===== config.mk =====
export PLATFORM = sky130hd
export DESIGN_NAME = qdac_update_clear
export DESIGN_NICKNAME = d
export VERILOG_FILES = /design/src/rtl/qdac_pkg.sv /design/src/rtl/qdac_input_regs.sv /design/src/rtl/qdac_update_clear.sv
export SDC_FILE = /design/constraint.sdc
export NUM_CORES = 1
export LEC_CHECK = 0
export BUFFER_PORTS_ARGS = -buffer_cell sky130_fd_sc_hd__buf_2
export CORE_AREA = 4 4 116 118
export CTS_CLUSTER_SIZE = 14
export DETAILED_ROUTE_END_ITERATION = 10
export DIE_AREA = 0 0 120 122
export GPL_TIMING_DRIVEN = 1
export PLACE_DENSITY = 0.85
export SYNTH_ARGS = -nofsm -noshare
export SYNTH_HDL_FRONTEND = slang
export SYNTH_HIERARCHICAL = 1
export SYNTH_SLANG_ARGS = --single-unit

===== constraint.sdc =====
create_clock -name clock -period 4.25 [get_ports clock]
set_input_delay 0.425 -clock clock [delete_from_list [all_inputs] [get_ports clock]]
set_output_delay 0.425 -clock clock [all_outputs]
set_load 0.01 [all_outputs]

===== src/rtl/qdac_pkg.sv =====
// Constants and carrier types for the quad DAC update/clear control.
// Assumes one 40 MHz clock; all pins synchronous to it.
package qdac_pkg;

    // ************************************************************
    // Sizes
    // ************************************************************
    localparam int CHANNELS   = 4;
    localparam int DATA_BITS  = 14;
    localparam int SHIFT_BITS = 24;
    localparam int CHAN_BITS  = 2;
    localparam int CHAN_LSB   = 16;
    localparam int DATA_LSB   = 0;

    // ************************************************************
    // Reset values
    // ************************************************************
    localparam logic [DATA_BITS-1:0]  DATA_RESET  = 14'h0000;
    localparam logic [SHIFT_BITS-1:0] SHIFT_RESET = 24'h00_0000;
    localparam logic [4:0]            COUNT_RESET = 5'h00;

    // ************************************************************
    // Carriers
    // ************************************************************
    typedef struct packed {
        logic                  serialClock;
        logic                  serialData;
        logic                  serialFrameSyncN;
    } qdac_serial_t;

    typedef struct packed {
        logic                  dacLoadStrobe;
        logic                  forceToSenseGroundN;
    } qdac_ctrl_t;

    typedef enum logic [1:0] {
        QDAC_LIVE    = 2'b01,
        QDAC_GROUNDED = 2'b10
    } qdac_state_t;

endpackage : qdac_pkg


===== src/rtl/qdac_input_regs.sv =====
// Four staged input registers, one written per frame.
// Assumes write strobe is one clock wide; read data registered.
`timescale 1ns/1ps
module qdac_input_regs #(
    parameter int WIDTH = 14,
    parameter int DEPTH = 4
) (
    input  wire logic                     clock,
    input  wire logic                     reset_n,
    input  wire logic                     writeEnable,
    input  wire logic [$clog2(DEPTH)-1:0] writeIndex,
    input  wire logic [WIDTH-1:0]         writeData,
    output logic      [DEPTH*WIDTH-1:0]   readAll
);

    logic [WIDTH-1:0] store [DEPTH];

    always_ff @(posedge clock or negedge reset_n) begin
        if (!reset_n) begin
            for (int i = 0; i < DEPTH; i++) begin
                store[i] <= '0;
            end
        end else if (writeEnable) begin
            store[writeIndex] <= writeData;
        end
    end

    // Registered view so all channels leave together
    always_ff @(posedge clock or negedge reset_n) begin
        if (!reset_n) begin
            readAll <= '0;
        end else begin
            for (int i = 0; i < DEPTH; i++) begin
                readAll[i*WIDTH +: WIDTH] <= store[i];
            end
        end
    end

endmodule : qdac_input_regs


===== src/rtl/qdac_update_clear.sv =====
// Update and clear control of a four-channel DAC.
// Assumes host pins are synchronous to clock; serial clock is sampled.
//
// Behaviour
// Strobe high keeps latches unchanged, and outputs too unless clear is low
// Strobe low copies all four registers together
// Clear low forces outputs to sense ground
// After clear release, stay grounded until strobe
// Strobe low after release reconnects latch levels
// Clear low ignores load strobe entirely
// Bits accepted only in frame, 24-bit register
// Frame sync rise transfers word to input register
`timescale 1ns/1ps
module qdac_update_clear #(
    parameter int CHANNELS  = qdac_pkg::CHANNELS,
    parameter int DATA_BITS = qdac_pkg::DATA_BITS
) (
    input  wire logic                          clock,
    input  wire logic                          reset_n,
    input  wire qdac_pkg::qdac_serial_t        serialIn,
    input  wire qdac_pkg::qdac_ctrl_t          ctrlIn,
    output logic [CHANNELS*DATA_BITS-1:0]      dacLatch,
    output logic                               outputGrounded
);

    // ************************************************************
    // Serial capture
    // ************************************************************
    logic [qdac_pkg::SHIFT_BITS-1:0] shiftReg;
    logic [4:0]                      bitCount;
    logic                            prevSerialClock;
    logic                            prevFrameSyncN;
    logic                            frameEnd;
    logic                            serialRise;
    logic                            wordWrite;
    logic [CHANNELS*DATA_BITS-1:0]   inputRegs;

    assign serialRise = serialIn.serialClock & ~prevSerialClock;
    assign frameEnd   = serialIn.serialFrameSyncN & ~prevFrameSyncN;

    always_ff @(posedge clock or negedge reset_n) begin
        if (!reset_n) begin
            prevSerialClock <= 1'b0;
            prevFrameSyncN  <= 1'b1;
        end else begin
            prevSerialClock <= serialIn.serialClock;
            prevFrameSyncN  <= serialIn.serialFrameSyncN;
        end
    end

    // Extra bits push the oldest out; only the last 24 count
    // Bits outside a frame are dropped, not shifted
    always_ff @(posedge clock or negedge reset_n) begin
        if (!reset_n) begin
            shiftReg <= qdac_pkg::SHIFT_RESET;
            bitCount <= qdac_pkg::COUNT_RESET;
        end else if (serialIn.serialFrameSyncN) begin
            bitCount <= qdac_pkg::COUNT_RESET;
        end else if (serialRise) begin
            shiftReg <= {shiftReg[qdac_pkg::SHIFT_BITS-2:0],
                         serialIn.serialData};
            if (bitCount != 5'h18) begin
                bitCount <= bitCount + 5'h01;
            end
        end
    end

    // Short frames are still transferred; the host owns word length
    always_ff @(posedge clock or negedge reset_n) begin
        if (!reset_n) begin
            wordWrite <= 1'b0;
        end else begin
            wordWrite <= frameEnd;
        end
    end

    logic [qdac_pkg::SHIFT_BITS-1:0] heldWord;
    always_ff @(posedge clock or negedge reset_n) begin
        if (!reset_n) begin
            heldWord <= qdac_pkg::SHIFT_RESET;
        end else if (frameEnd) begin
            heldWord <= shiftReg;
        end
    end

    qdac_input_regs #(
        .WIDTH (DATA_BITS),
        .DEPTH (CHANNELS)
    ) u_input_regs (
        .clock       (clock),
        .reset_n     (reset_n),
        .writeEnable (wordWrite),
        .writeIndex  (heldWord[qdac_pkg::CHAN_LSB +: qdac_pkg::CHAN_BITS]),
        .writeData   (heldWord[qdac_pkg::DATA_LSB +: DATA_BITS]),
        .readAll     (inputRegs)
    );

    // ************************************************************
    // Latch update and clear
    // ************************************************************
    qdac_pkg::qdac_state_t state;
    qdac_pkg::qdac_state_t next_state;
    logic                  loadNow;

    // Clear is sampled like every other pin; a clear pulse shorter
    // than one clock period can be missed
    // Clear masks the strobe completely
    assign loadNow = ctrlIn.dacLoadStrobe == 1'b0
                   && ctrlIn.forceToSenseGroundN;

    always_comb begin
        next_state = state;
        unique case (state)
            qdac_pkg::QDAC_LIVE: begin
                if (!ctrlIn.forceToSenseGroundN) begin
                    next_state = qdac_pkg::QDAC_GROUNDED;
                end
            end
            qdac_pkg::QDAC_GROUNDED: begin
                if (loadNow) begin
                    next_state = qdac_pkg::QDAC_LIVE;
                end
            end
            default: next_state = qdac_pkg::QDAC_GROUNDED;
        endcase
    end

    always_ff @(posedge clock or negedge reset_n) begin
        if (!reset_n) begin
            state <= qdac_pkg::QDAC_GROUNDED;
        end else begin
            state <= next_state;
        end
    end

    // Grounding also follows the clear pin at once, not the state
    always_ff @(posedge clock or negedge reset_n) begin
        if (!reset_n) begin
            outputGrounded <= 1'b1;
        end else begin
            outputGrounded <= !ctrlIn.forceToSenseGroundN
                           || next_state == qdac_pkg::QDAC_GROUNDED;
        end
    end

    // Level-sensitive load: latches track input regs while low
    always_ff @(posedge clock or negedge reset_n) begin
        if (!reset_n) begin
            dacLatch <= '0;
        end else if (loadNow) begin
            dacLatch <= inputRegs;
        end
    end

    // ************************************************************
    // Checks
    // ************************************************************
    // Each check looks one edge after its cause: all outputs are registered
    AST_HOLD_WHEN_HIGH: assert property (
        @(posedge clock) disable iff (!reset_n)
        ctrlIn.dacLoadStrobe |=> $stable(dacLatch))
        else $error("Latch changed with strobe high");
    AST_LOAD_ALL: assert property (
        @(posedge clock) disable iff (!reset_n)
        loadNow |=> dacLatch == $past(inputRegs))
        else $error("Latch missed load");
    AST_CLEAR_GROUND: assert property (
        @(posedge clock) disable iff (!reset_n)
        !ctrlIn.forceToSenseGroundN |=> outputGrounded)
        else $error("Output not grounded in clear");
    AST_STAY_GROUND: assert property (
        @(posedge clock) disable iff (!reset_n)
        (outputGrounded && ctrlIn.dacLoadStrobe) |=> outputGrounded)
        else $error("Ground released without strobe");
    AST_ARM_GROUND: assert property (
        @(posedge clock) disable iff (!reset_n)
        !ctrlIn.forceToSenseGroundN |=> state == qdac_pkg::QDAC_GROUNDED)
        else $error("Clear did not arm grounded state");
    AST_RECONNECT: assert property (
        @(posedge clock) disable iff (!reset_n)
        loadNow |=> !outputGrounded)
        else $error("Output not reconnected");
    AST_STAY_LIVE: assert property (
        @(posedge clock) disable iff (!reset_n)
        state == qdac_pkg::QDAC_LIVE && ctrlIn.forceToSenseGroundN
        |=> !outputGrounded)
        else $error("Live output grounded without clear");
    AST_IGNORE_STROBE: assert property (
        @(posedge clock) disable iff (!reset_n)
        !ctrlIn.forceToSenseGroundN |=> $stable(dacLatch))
        else $error("Strobe acted during clear");
    AST_NO_SHIFT_IDLE: assert property (
        @(posedge clock) disable iff (!reset_n)
        serialIn.serialFrameSyncN && prevFrameSyncN |=> $stable(shiftReg))
        else $error("Shift outside frame");
    AST_SHIFT_IN_FRAME: assert property (
        @(posedge clock) disable iff (!reset_n)
        !serialIn.serialFrameSyncN && serialRise
        |=> shiftReg[0] == $past(serialIn.serialData))
        else $error("Framed bit not shifted in");
    AST_COUNT_RESTART: assert property (
        @(posedge clock) disable iff (!reset_n)
        serialIn.serialFrameSyncN |=> bitCount == qdac_pkg::COUNT_RESET)
        else $error("Bit count kept outside frame");
    AST_FRAME_WRITE: assert property (
        @(posedge clock) disable iff (!reset_n)
        frameEnd |=> wordWrite && heldWord == $past(shiftReg))
        else $error("Frame end not transferred");
    AST_WRITE_AT_END_ONLY: assert property (
        @(posedge clock) disable iff (!reset_n)
        !frameEnd |=> !wordWrite)
        else $error("Input register written without frame end");

    // ************************************************************
    // Scenario covers
    // ************************************************************
    COV_LOAD: cover property (@(posedge clock) disable iff (!reset_n)
        wordWrite ##[1:20] loadNow);
    COV_CLEAR_RELEASE: cover property (@(posedge clock) disable iff (!reset_n)
        !ctrlIn.forceToSenseGroundN ##1 ctrlIn.forceToSenseGroundN
        ##[1:20] loadNow);
    COV_FULL_FRAME: cover property (@(posedge clock) disable iff (!reset_n)
        bitCount == 5'h18 ##[1:10] frameEnd);
    COV_MASKED_STROBE: cover property (@(posedge clock) disable iff (!reset_n)
        !ctrlIn.forceToSenseGroundN && !ctrlIn.dacLoadStrobe && wordWrite);
    COV_STRAY_CLOCK: cover property (@(posedge clock) disable iff (!reset_n)
        serialIn.serialFrameSyncN && serialRise);

endmodule : qdac_update_clear


# After elaboration in Yosys (flattened, before gate mapping)
# Cells that the tools add are included.
# W data, S select, Z words.
[classes]
n_lt_le_gt_ge = 2
n_eq_ne = 3
mux = 6
bitwise_logic = 7
n_reduce_logical = 5
[ops]
columns = ["op", "count"]
rows = [
  ["$bwmux W56", 1],
  ["$demux W14 S2", 1],
  ["$mux W14", 1],
  ["$eq A2 B2 Y1 const B", 2],
  ["$mux W2", 2],
  ["$not A1 Y1", 4],
  ["$pmux W2 S2", 1],
  ["$ge A3 B3 Y1 const B", 1],
  ["$lt A3 B1 Y1 const B", 1],
  ["$not A2 Y3", 1],
  ["$and A1 B1 Y1", 2],
  ["$eq A2 B1 Y1 const B", 1],
  ["$logic_and A1 B1 Y1", 2],
  ["$reduce_and A2 Y1", 1],
  ["$logic_not A1 Y1", 1],
  ["$logic_or A1 B1 Y1", 1],
]
[totals]
register_bits = 210
output_inout_bits = 57
elab_cells = 36

# Logic depth before layout (Yosys ltp)
# Gate-level depths: netlist of run 1.
[depth]
depth_word = 6
ltp_mapped = 4
ltp_nobuf = 4

# By module
# Netlist of run 1, hierarchy kept.
[by_module_without_submodules]
columns = ["module", "n_inst", "cells_each", "area_per_inst_um2"]
rows = [
  ["qdac_update_clear", 1, 214, 3782.4],
  ["qdac_input_regs", 1, 176, 3502.1],
]

# Least setup slack after synthesis of run 1
# Ideal clock, no wire load.
[synth_timing]
path_type = "flip-flop to flip-flop"
from = "register state[1]"
to = "register state[0]"
arrival_time_ns = 1.315
required_time_ns = 4.155
slack_ns = 2.840
path_stages_with_launch = 4
n_path_buf = 0
period_less_slack_ns = 1.410
cell_sequence = "dfstp_2 -> ha_1 -> or4bb_1 -> o31ai_1"
[synth_between]
elab_chain_cells = 2
word_cells_on_any_way = 3
cone_classes = "eq/ne: 2; mux: 1"
[synth_lines]
columns = ["item", "line", "source"]
rows = [
  ["from (decl)", "qdac_update_clear.sv:101", "qdac_pkg::qdac_state_t state;"],
  ["from (signal assigned)", "qdac_update_clear.sv:130", "state <= qdac_pkg::QDAC_GROUNDED;"],
  ["from (signal assigned)", "qdac_update_clear.sv:132", "state <= next_state;"],
  ["$eq A2 B2 Y1 / $eq A2 B1 Y1 (equally long branches)", "qdac_update_clear.sv:113", "unique case (state)"],
  ["$pmux W2 S2 (*)", "qdac_update_clear.sv:113", ""],
  ["via next_state[0]", "qdac_update_clear.sv:102", "qdac_pkg::qdac_state_t next_state;"],
]
# The timed path passes the listed nets; every way through them passes the cells marked *.
# A chain may end at the register's enable or synchronous reset.

# Final worst setup path of run 1
[layout_timing]
from = "register heldWord[17] (netlist name)"
to = "register u_input_regs/store[31] (netlist name)"
[layout_between]
elab_chain_cells = 6
word_cells_on_any_way = 7
cone_classes = "order compare: 2; mux: 3; bitwise: 1; reduce/logical: 1"
[layout_lines]
columns = ["item", "line", "source"]
rows = [
  ["from (decl)", "qdac_update_clear.sv:77", "logic [qdac_pkg::SHIFT_BITS-1:0] heldWord;"],
  ["from (signal assigned)", "qdac_update_clear.sv:80", "heldWord <= qdac_pkg::SHIFT_RESET;"],
  ["from (signal assigned)", "qdac_update_clear.sv:82", "heldWord <= shiftReg;"],
  ["$not A2 Y3 (implied by the code) (*)", "qdac_input_regs.sv:24", "store[writeIndex] <= writeData;"],
  ["$ge A3 B3 Y1 (implied by the code) / $lt A3 B1 Y1 (equally long branches)", "qdac_input_regs.sv:24", ""],
  ["$logic_and A1 B1 Y1 (implied by the code)", "qdac_input_regs.sv:24", ""],
  ["$mux W14 (implied by the code)", "qdac_input_regs.sv:24", ""],
  ["$demux W14 S2 (*)", "qdac_input_regs.sv:24", ""],
  ["$bwmux W56 (*)", "qdac_input_regs.sv:24", ""],
  ["to (signal, indexed assignment)", "qdac_input_regs.sv:24", ""],
  ["to (decl)", "qdac_input_regs.sv:16", "logic [WIDTH-1:0] store [DEPTH];"],
]
# Every way passes the cells marked *; elsewhere a longest branch is shown, timed or not.

==> results of run 1 <==
report_power, final:
group / total (mW) / switching (mW) / internal, mW / leakage [nW]
Sequential: 2.34 / 0.156 / 2.19 / 2.84
Combinational: 0.372 / 0.180 / 0.192 / 1.26
Clock: 1.78 / 0.681 / 1.10 / 0.337
metrics by stage:
step           hold slack, ns  util (%)
2_1_floorplan           0.129         -
3_3_place_gp            0.353      61.9
3_5_place_dp            0.357      61.9
4_1_cts                0.0669      67.4
5_1_grt                0.0658      67.4
6_report               0.0603      67.4
cell usage in the layout, fill, tap and decap left out, types with 2 or more instances in the layout:
master	n
dfrtp_1	205
mux2_2	117
dfstp_2	3
clkbuf_16	21
inv_1	4
nand2b_1	2
clkbuf_1	2
nand3b_1	2
nand2_1	2
clkbuf_8	9
ha_1	2
mux2_4	29
buf_2	62
buf_4	2
worst max-delay path, cell delays in order (launching register included):
cell	delay (ns)
dfrtp_1	0.43
nand3b_1	0.70
mux2_2	0.53
kinds of logic after synthesis:
kind of cell | count (synthesis) | share of synthesized area [%]
adders and majority gates | 2 | 0.343
DFF | 208 | 71.5
buffers and inverters | 18 | 2.28
and+or+nand+nor | 11 | 1.25
muxes | 147 | 24.2
AOI/OAI and AO/OA | 4 | 0.412
flip-flops by register name, summed over array words and instances, names as in the netlist:
signal,cells
dacLatch,56
heldWord,16
prevFrameSyncN,1
u_input_regs/readAll,56
prevSerialClock,1
state,2
u_input_regs/store,56
shiftReg,18
outputGrounded,1
wordWrite,1
worst paths after layout:
kind	end	depth (start not counted)
min	u_input_regs/store[38]	1
min in group clock	prevSerialClock	1
max in group asynchronous	dacLatch[33]	2
min reg2reg	u_input_regs/readAll[18]	0
max	u_input_regs/store[31]	2
max reg2reg	u_input_regs/store[31]	2
layout make-up:
cell class / instances / area (um2)
clock buffer: 31 / 643
inverter: 4 / 15.0
clock inverter: 3 / 42.5
tap: 172 / 215
multi-input combinational: 164 / 1910
timing repair buffer: 66 / 359
sequential: 208 / 5210
fill: 770 / 4070
layer usage:
layer  part of all wire (%)  wire length [um]
met1                     42              5360
met2                     51              6510
met3                    4.0               511
met4                    2.0               256
met5                   0.15                19
==> impl_metrics.yaml, run 1 <==
run_status:
  status: "finished clean"
synth:
  synth_cell_types: 23
  ys.flop_type: "dfrtp_1"
  syn_area_per_cell_um2: 18.7
  synth-seq-cells: 208
  post-synth-top-count-cell: "dfrtp_1"
  synthTopCellsByCount: "dfrtp_1, mux2_2, mux2_4, buf_4, inv_1"
  synth_edf_count: 0
  yosys-top-cells-area: "dfrtp_1, mux2_2, mux2_4"
  synth_area_leader_cell: "dfrtp_1"
  yosys_warnings: 6
  netlist_area_um2: 7280
  synth_async_sr_flop_share_pct: 100
  ys_seq_area_share_pct: 71.5
  postSynthCellCount: 390
  synth_nets: 399
  synth_top_area_share_pct: 70.4
drt:
  vias: 3405
  drc: 0
  drtPass1Iterations: 4
  vias_per_cell: 5.25
  first_iter_violations: 191
  postRouteAntennaNets: 0
  wirelength_um: 12700
  wl_per_cell_um: 19.5
sta:
  final_max_slew_viol_count: 0
  setup_viol_count_final: 0
  finalClockSkew_ns: 0.00824
  max_freq_mhz: 558
  layout_min_cycle_time_ns: 1.79
  timing.final.crit_share_pct: 42.1
  slew_headroom_pct: 37.2
  tns_ns: 0
  setup_ws_ns: 2.46
  hold_violations: 0
  rsz0062_at_grt: "no"
  tightestPinTransition_ns: 0.943
floorplan:
  core-area_um2: 12500
  dieWidth_um: 120
  start_util_pct: 58.4
  rows: 41
  pin_count: 64
  die_h_um: 122
  die-area_um2: 14600
setup_path:
  critPathMaxFanout: 14
  crit_type: "reg2reg"
  r2r_slack_ns: 2.46
  required_ns: 4.60
  start_kind: "flop"
  cp.arrival_ns: 2.14
  worstSetupEndpointType: "flop"
  rr_startpoint: "heldWord[17]"
  crit_start: "heldWord[17]"
grt:
  met1_usage_pct: 23.9
  grt_first_pass_wirelength_um: 20700
  grt_antenna_before_repair: 1
  grtUsageTotal_pct: 18.1
  grt_max_degree: 124
  use_met2_pct: 31.2
  top_usage_layer: "met2"
  grt_pass1_vias: 3820
  grt-ovfl-total: 0
  met3_usage_pct: 3.02
placement:
  place_area_um2: 7710
  routabilityCongestion: 0.735
  dpl.hpwl_um: 7320
  numPortBuffers: 63
  post-place-cells: 614
  place_ws_ns: 2.30
clock_tree:
  hold_buffers: 0
  clk_latency_ns: 0.47
  cts_resized: 0
  clockBufferDepth: 3
  cts_tree: "yes"
  cts.clk_slew.worst_paths_ns: 0.06
  cts_buffers: 20
  cts.sinks: 208
  cts_htree_levels: 1
  root_buffer: "clkbuf_16"
  post_cts_buffers: 0
cells_and_area:
  drive_gt1_share_pct: 52.5
  fin_cells: 648
  n_antenna_cell: 0
  finish.instance_area_um2: 8400
  nets: 473
  syn_to_final_growth_pct: 15.3
job:
  maxCapViolCount: 0
pwr:
  powerDensity_nw_per_um2: 535
  leakagePower_nw: 4.44
  peakVddDrop_mv: 0.228
  power_mw: 4.49
worst_hold_path:
  min_path_type: "in2async"
No activity file was read; power rests on OpenSTA's default activity.
==> run 2: changes to the inputs <==
--- a/config.mk
+++ b/config.mk
@@ -6,12 +6,12 @@
 export NUM_CORES = 1
 export LEC_CHECK = 0
 export BUFFER_PORTS_ARGS = -buffer_cell sky130_fd_sc_hd__buf_2
-export CORE_AREA = 4 4 116 118
+export CORE_AREA = 4 4 118 120
 export CTS_CLUSTER_SIZE = 14
 export DETAILED_ROUTE_END_ITERATION = 10
-export DIE_AREA = 0 0 120 122
+export DIE_AREA = 0 0 122 124
 export GPL_TIMING_DRIVEN = 1
-export PLACE_DENSITY = 0.85
+export PLACE_DENSITY = 0.82
 export SYNTH_ARGS = -nofsm -noshare
 export SYNTH_HDL_FRONTEND = slang
 export SYNTH_HIERARCHICAL = 1
==> constraint.sdc (replaced) <==
create_clock -name clock -period 1.7 [get_ports clock]
set_input_delay 0.17 -clock clock [delete_from_list [all_inputs] [get_ports clock]]
set_output_delay 0.17 -clock clock [all_outputs]
set_load 0.01 [all_outputs]
==> impl_metrics.yaml, run 2 (same netlist as run 1, synthesis figures left out) <==
run_status:
  status: "finished clean"
drt:
  postRouteAntennaNets: 0
  vias: 3435
  wirelength_um: 12000
  first_iter_violations: 176
  vias_per_cell: 5.16
  drtPass1Iterations: 4
  drc: 0
  wl_per_cell_um: 18.1
placement:
  dpl.hpwl_um: 7530
  numPortBuffers: 63
  place_area_um2: 7830
  routabilityCongestion: 0.729
setup_path:
  required_ns: 2.06
  crit_type: "reg2reg"
  worstSetupEndpointType: "flop"
  r2r-end: "state[0]"
  r2r_slack_ns: 0.20
  rr_startpoint: "state[1]"
  start_kind: "flop"
  r2r_cells: 3
  critPathMaxFanout: 4
  cp.arrival_ns: 1.86
pwr:
  powerDensity_nw_per_um2: 1290
  leakagePower_nw: 4.49
  peakVddDrop_mv: 0.709
  switching_share_pct: 22.8
  p_sw_mw: 2.50
  clkPwrFrac_pct: 37.7
  comb_power_share_pct: 8.6
  power.internal_mw: 8.43
  pwr-share-seq_pct: 53.7
cells_and_area:
  finish.instance_area_um2: 8500
  final_common_cell: "dfrtp_1"
  syn_to_final_growth_pct: 16.7
  nets: 488
  drive_gt1_share_pct: 52.2
  n_antenna_cell: 0
  mostFrequentLayoutCells: "dfrtp_1, mux2_2, buf_2, mux2_4, clkbuf_16"
  top_regs: "dacLatch: 56 flops, u_input_regs/readAll: 56 flops, u_input_regs/store: 56 flops"
clock_tree:
  cts.sinks: 208
  cts.clk_slew.worst_paths_ns: 0.06
  clk_latency_ns: 0.47
  cts_resized: 0
  cts_htree_levels: 1
  clockBufferDepth: 3
  post_cts_buffers: 0
  hold_buffers: 5
  root_buffer: "clkbuf_16"
  cts_buffers: 20
  cts_tree: "yes"
sta:
  timing.final.crit_share_pct: 88.3
  rsz0062_at_grt: "no"
  tns_ns: 0
  final_max_slew_viol_count: 0
  tightestPinTransition_ns: 0.396
  slew_headroom_pct: 73.3
  layout_min_cycle_time_ns: 1.50
  setup_viol_count_final: 0
  finalClockSkew_ns: 0.00861
  hold_violations: 0
  max_freq_mhz: 666
worst_hold_path:
  hold_end: "state[0]"
  min_from: "ctrlIn[1]"
  timing.hold.worst_path_depth: 3
  min_path_type: "in2reg"
grt:
  grt_antenna_before_repair: 0
  grt_pass1_vias: 3903
  grtUsageTotal_pct: 16.7
  grt_max_degree: 58
  grt_first_pass_wirelength_um: 20100
  grt-ovfl-total: 0
job:
  maxCapViolCount: 0
floorplan:
  rows: 42
  core-area_um2: 13000
  die_h_um: 124
  die-area_um2: 15100
  dieWidth_um: 122
  start_util_pct: 56.1
  pin_count: 64
run 2: critical path, cell delays in order (launching register included):
cell and delay (ns):
dfstp_2 0.55, ha_1 0.26, or4bb_1 0.51, o31ai_1 0.09
run 2: cell type report:
| type | count | area, um2 |
|---|---|---|
| clock buffers | 31 | 613 |
| clock inverters | 2 | 10.0 |
| fillers | 851 | 4480 |
| inverters | 4 | 15.0 |
| multi-input cells | 164 | 1910 |
| flip-flops and latches | 208 | 5210 |
| well taps | 176 | 220 |
| repair buffers | 81 | 522 |
run 2: worst max-delay path by stage:
stage	start	end	slack [ns]	depth (start not counted)
after floorplan	state[1]	state[0]	0.29	3
after global placement	state[1]	state[0]	0.26	3
after detailed placement	state[1]	state[0]	0.22	3
after CTS	state[1]	state[0]	0.21	3
after global routing	state[1]	state[0]	0.17	3
final	state[1]	state[0]	0.20	3
run 2: metal layers:
layer	vias to the layer above	GRT usage [%]	wire, um
li1	1530	-	-
met1	1827	22.2	5180
met2	61	29.7	6340
met3	17	2.00	317
met4	0	4.41	208
met5	-	0	0
run 2: power by group through the flow:
stage                     logic (mW)  clock network, mW  registers (mW)
after floorplan                0.589                  0            5.82
after global placement         0.875                  0            5.92
after detailed placement       0.942                  0            5.96
after CTS                      0.960               4.19            5.88
after global routing            1.05               4.44            5.94
final                          0.938               4.12            5.87
run 2: per-stage QoR:
step / worst slack [ns] / util (%) / instances / total power, mW / hold slack (ns)
detailed placement: 0.215 / 60.3 / 628 / 6.90 / 0.138
floorplan: 0.290 / - / 390 / 6.41 / -0.126
CTS: 0.210 / 65.5 / 666 / 11.0 / 0.0482
global route: 0.173 / 65.5 / 666 / 11.4 / 0.0576
global placement: 0.259 / 60.3 / 628 / 6.79 / 0.134
finish: 0.199 / 65.5 / 666 / 10.9 / 0.0710
==> run 3: changes to the inputs <==
--- a/config.mk
+++ b/config.mk
@@ -11,6 +11,7 @@
 export DETAILED_ROUTE_END_ITERATION = 10
 export DIE_AREA = 0 0 122 124
 export GPL_TIMING_DRIVEN = 1
+export MAX_ROUTING_LAYER = met4
 export PLACE_DENSITY = 0.82
 export SYNTH_ARGS = -nofsm -noshare
 export SYNTH_HDL_FRONTEND = slang
==> impl_metrics.yaml, run 3 (same netlist as run 1, synthesis figures left out) <==
run_status:
  status: "finished clean"
floorplan:
  pin_count: 64
  core-area_um2: 13000
  die_h_um: 124
  start_util_pct: 56.1
  rows: 42
  die-area_um2: 15100
  dieWidth_um: 122
drt:
  vias_per_cell: 5.16
  wirelength_um: 12000
  drc: 0
  vias: 3435
  postRouteAntennaNets: 0
  wl_per_cell_um: 18.1
  drtPass1Iterations: 4
  first_iter_violations: 161
sta:
  tightestPinTransition_ns: 0.404
  finalClockSkew_ns: 0.00819
  max_freq_mhz: 667
  setup_viol_count_final: 0
  rsz0062_at_grt: "no"
  slew_headroom_pct: 72.7
  timing.final.crit_share_pct: 88.2
  hold_violations: 0
  layout_min_cycle_time_ns: 1.50
  tns_ns: 0
  holdWs_ns: 0.0680
  final_max_slew_viol_count: 0
clock_tree:
  cts_buffers: 20
  clk_latency_ns: 0.47
  cts_tree: "yes"
  cts_htree_levels: 1
  cts_resized: 0
  root_buffer: "clkbuf_16"
  cts.clk_slew.worst_paths_ns: 0.06
  clockBufferDepth: 3
  cts.sinks: 208
setup_path:
  required_ns: 2.06
  worstSetupEndpointType: "flop"
  cp.arrival_ns: 1.86
  rr_startpoint: "state[1]"
  slowest_delay_ns: 0.55
  crit_type: "reg2reg"
  crit_start: "state[1]"
  crit_chain: "ha_1 -> or4bb_1 -> o31ai_1"
  start_kind: "flop"
  critPathMaxFanout: 4
  crit_path_top_delay_cell: "dfstp_2"
  critical_path.top_delay_family: "flip-flops"
  crit_buf_inv: 0
pwr:
  peakVddDrop_mv: 0.708
  p_sw_mw: 2.50
  comb_power_share_pct: 8.6
  leakagePower_nw: 4.49
  power.internal_mw: 8.43
  pwr-share-seq_pct: 53.7
  powerDensity_nw_per_um2: 1290
  clkPwrFrac_pct: 37.7
  switching_share_pct: 22.8
worst_hold_path:
  min_from: "ctrlIn[1]"
  min_path_type: "in2reg"
placement:
  numPortBuffers: 63
  routabilityCongestion: 0.737
  dpl.hpwl_um: 7530
cells_and_area:
  n_antenna_cell: 0
  final_common_cell: "dfrtp_1"
  top_regs: "dacLatch: 56 flops, u_input_regs/readAll: 56 flops, u_input_regs/store: 56 flops"
  drive_gt1_share_pct: 52.2
  mostFrequentLayoutCells: "dfrtp_1, mux2_2, buf_2, mux2_4, clkbuf_16"
  nets: 488
  syn_to_final_growth_pct: 16.7
grt:
  grtUsageTotal_pct: 17.3
  grt_max_degree: 58
  grt-ovfl-total: 0
  grt_first_pass_wirelength_um: 20100
  grt_antenna_before_repair: 0
  grt_pass1_vias: 3887
job:
  maxCapViolCount: 0
[run 3: cell counts in the layout (fill, tap and decap cells not counted)]
No cell type changed its count.
[run 3: layer usage]
layer	share of wire (%)	global-route usage (%)	vias up	wire (um)
met5	0	-	-	0
met4	1.6	4.41	0	195
met3	2.8	2.00	16	343
met2	53	29.7	61	6380
met1	43	22.4	1826	5120
li1	-	-	1532	-
[run 3: power groups by stage]
stage	logic, mW	registers, mW	clock network (mW)
floorplan	0.589	5.82	0
global placement	0.875	5.92	0
detailed placement	0.942	5.96	0
CTS	0.960	5.88	4.19
global route	1.05	5.94	4.44
finish	0.939	5.87	4.12
[run 3: timing repair]
| action | CTS | global route |
|---|---|---|
| endpoints found under the hold margin | 48 | 0 |
| hold buffers | 5 | 0 |
| setup buffers | 0 | 0 |
[run 3: per-stage QoR]
| step | area [um2] | worst slack [ns] | power, mW | util [%] | cells |
|---|---|---|---|---|---|
| floorplan | 7280 | 0.290 | 6.41 | - | 390 |
| global placement | 7830 | 0.259 | 6.79 | 60.3 | 628 |
| detailed placement | 7830 | 0.215 | 6.90 | 60.3 | 628 |
| CTS | 8500 | 0.210 | 11.0 | 65.5 | 666 |
| global route | 8500 | 0.173 | 11.4 | 65.5 | 666 |
| finish | 8500 | 0.200 | 10.9 | 65.5 | 666 |
[run 3: layout make-up]
type	count	area, um2
tap	176	220
clock buffer	31	613
clock inverter	2	10.0
multi-input combinational	164	1910
timing repair buffer	81	522
inverter	4	15.0
fill	851	4480
sequential	208	5210
[run 3: tightest hold or removal path: cells and delay by family]
kind	cells	cell delay, ns
buffers and inverters	1	0.13
AOI/OAI and AO/OA	1	0.06
and+or+nand+nor	1	0.12
[run 3: final timing paths]
kind | end | slack [ns] | depth (start not counted)
min in group asynchronous | u_input_regs/store[39] | 0.20 | 2
hold / removal | state[0] | 0.07 | 3
setup / recovery | state[0] | 0.20 | 3
hold reg to reg | u_input_regs/readAll[17] | 0.37 | 0
setup reg to reg | state[0] | 0.20 | 3
max in group asynchronous | dacLatch[36] | 0.78 | 3
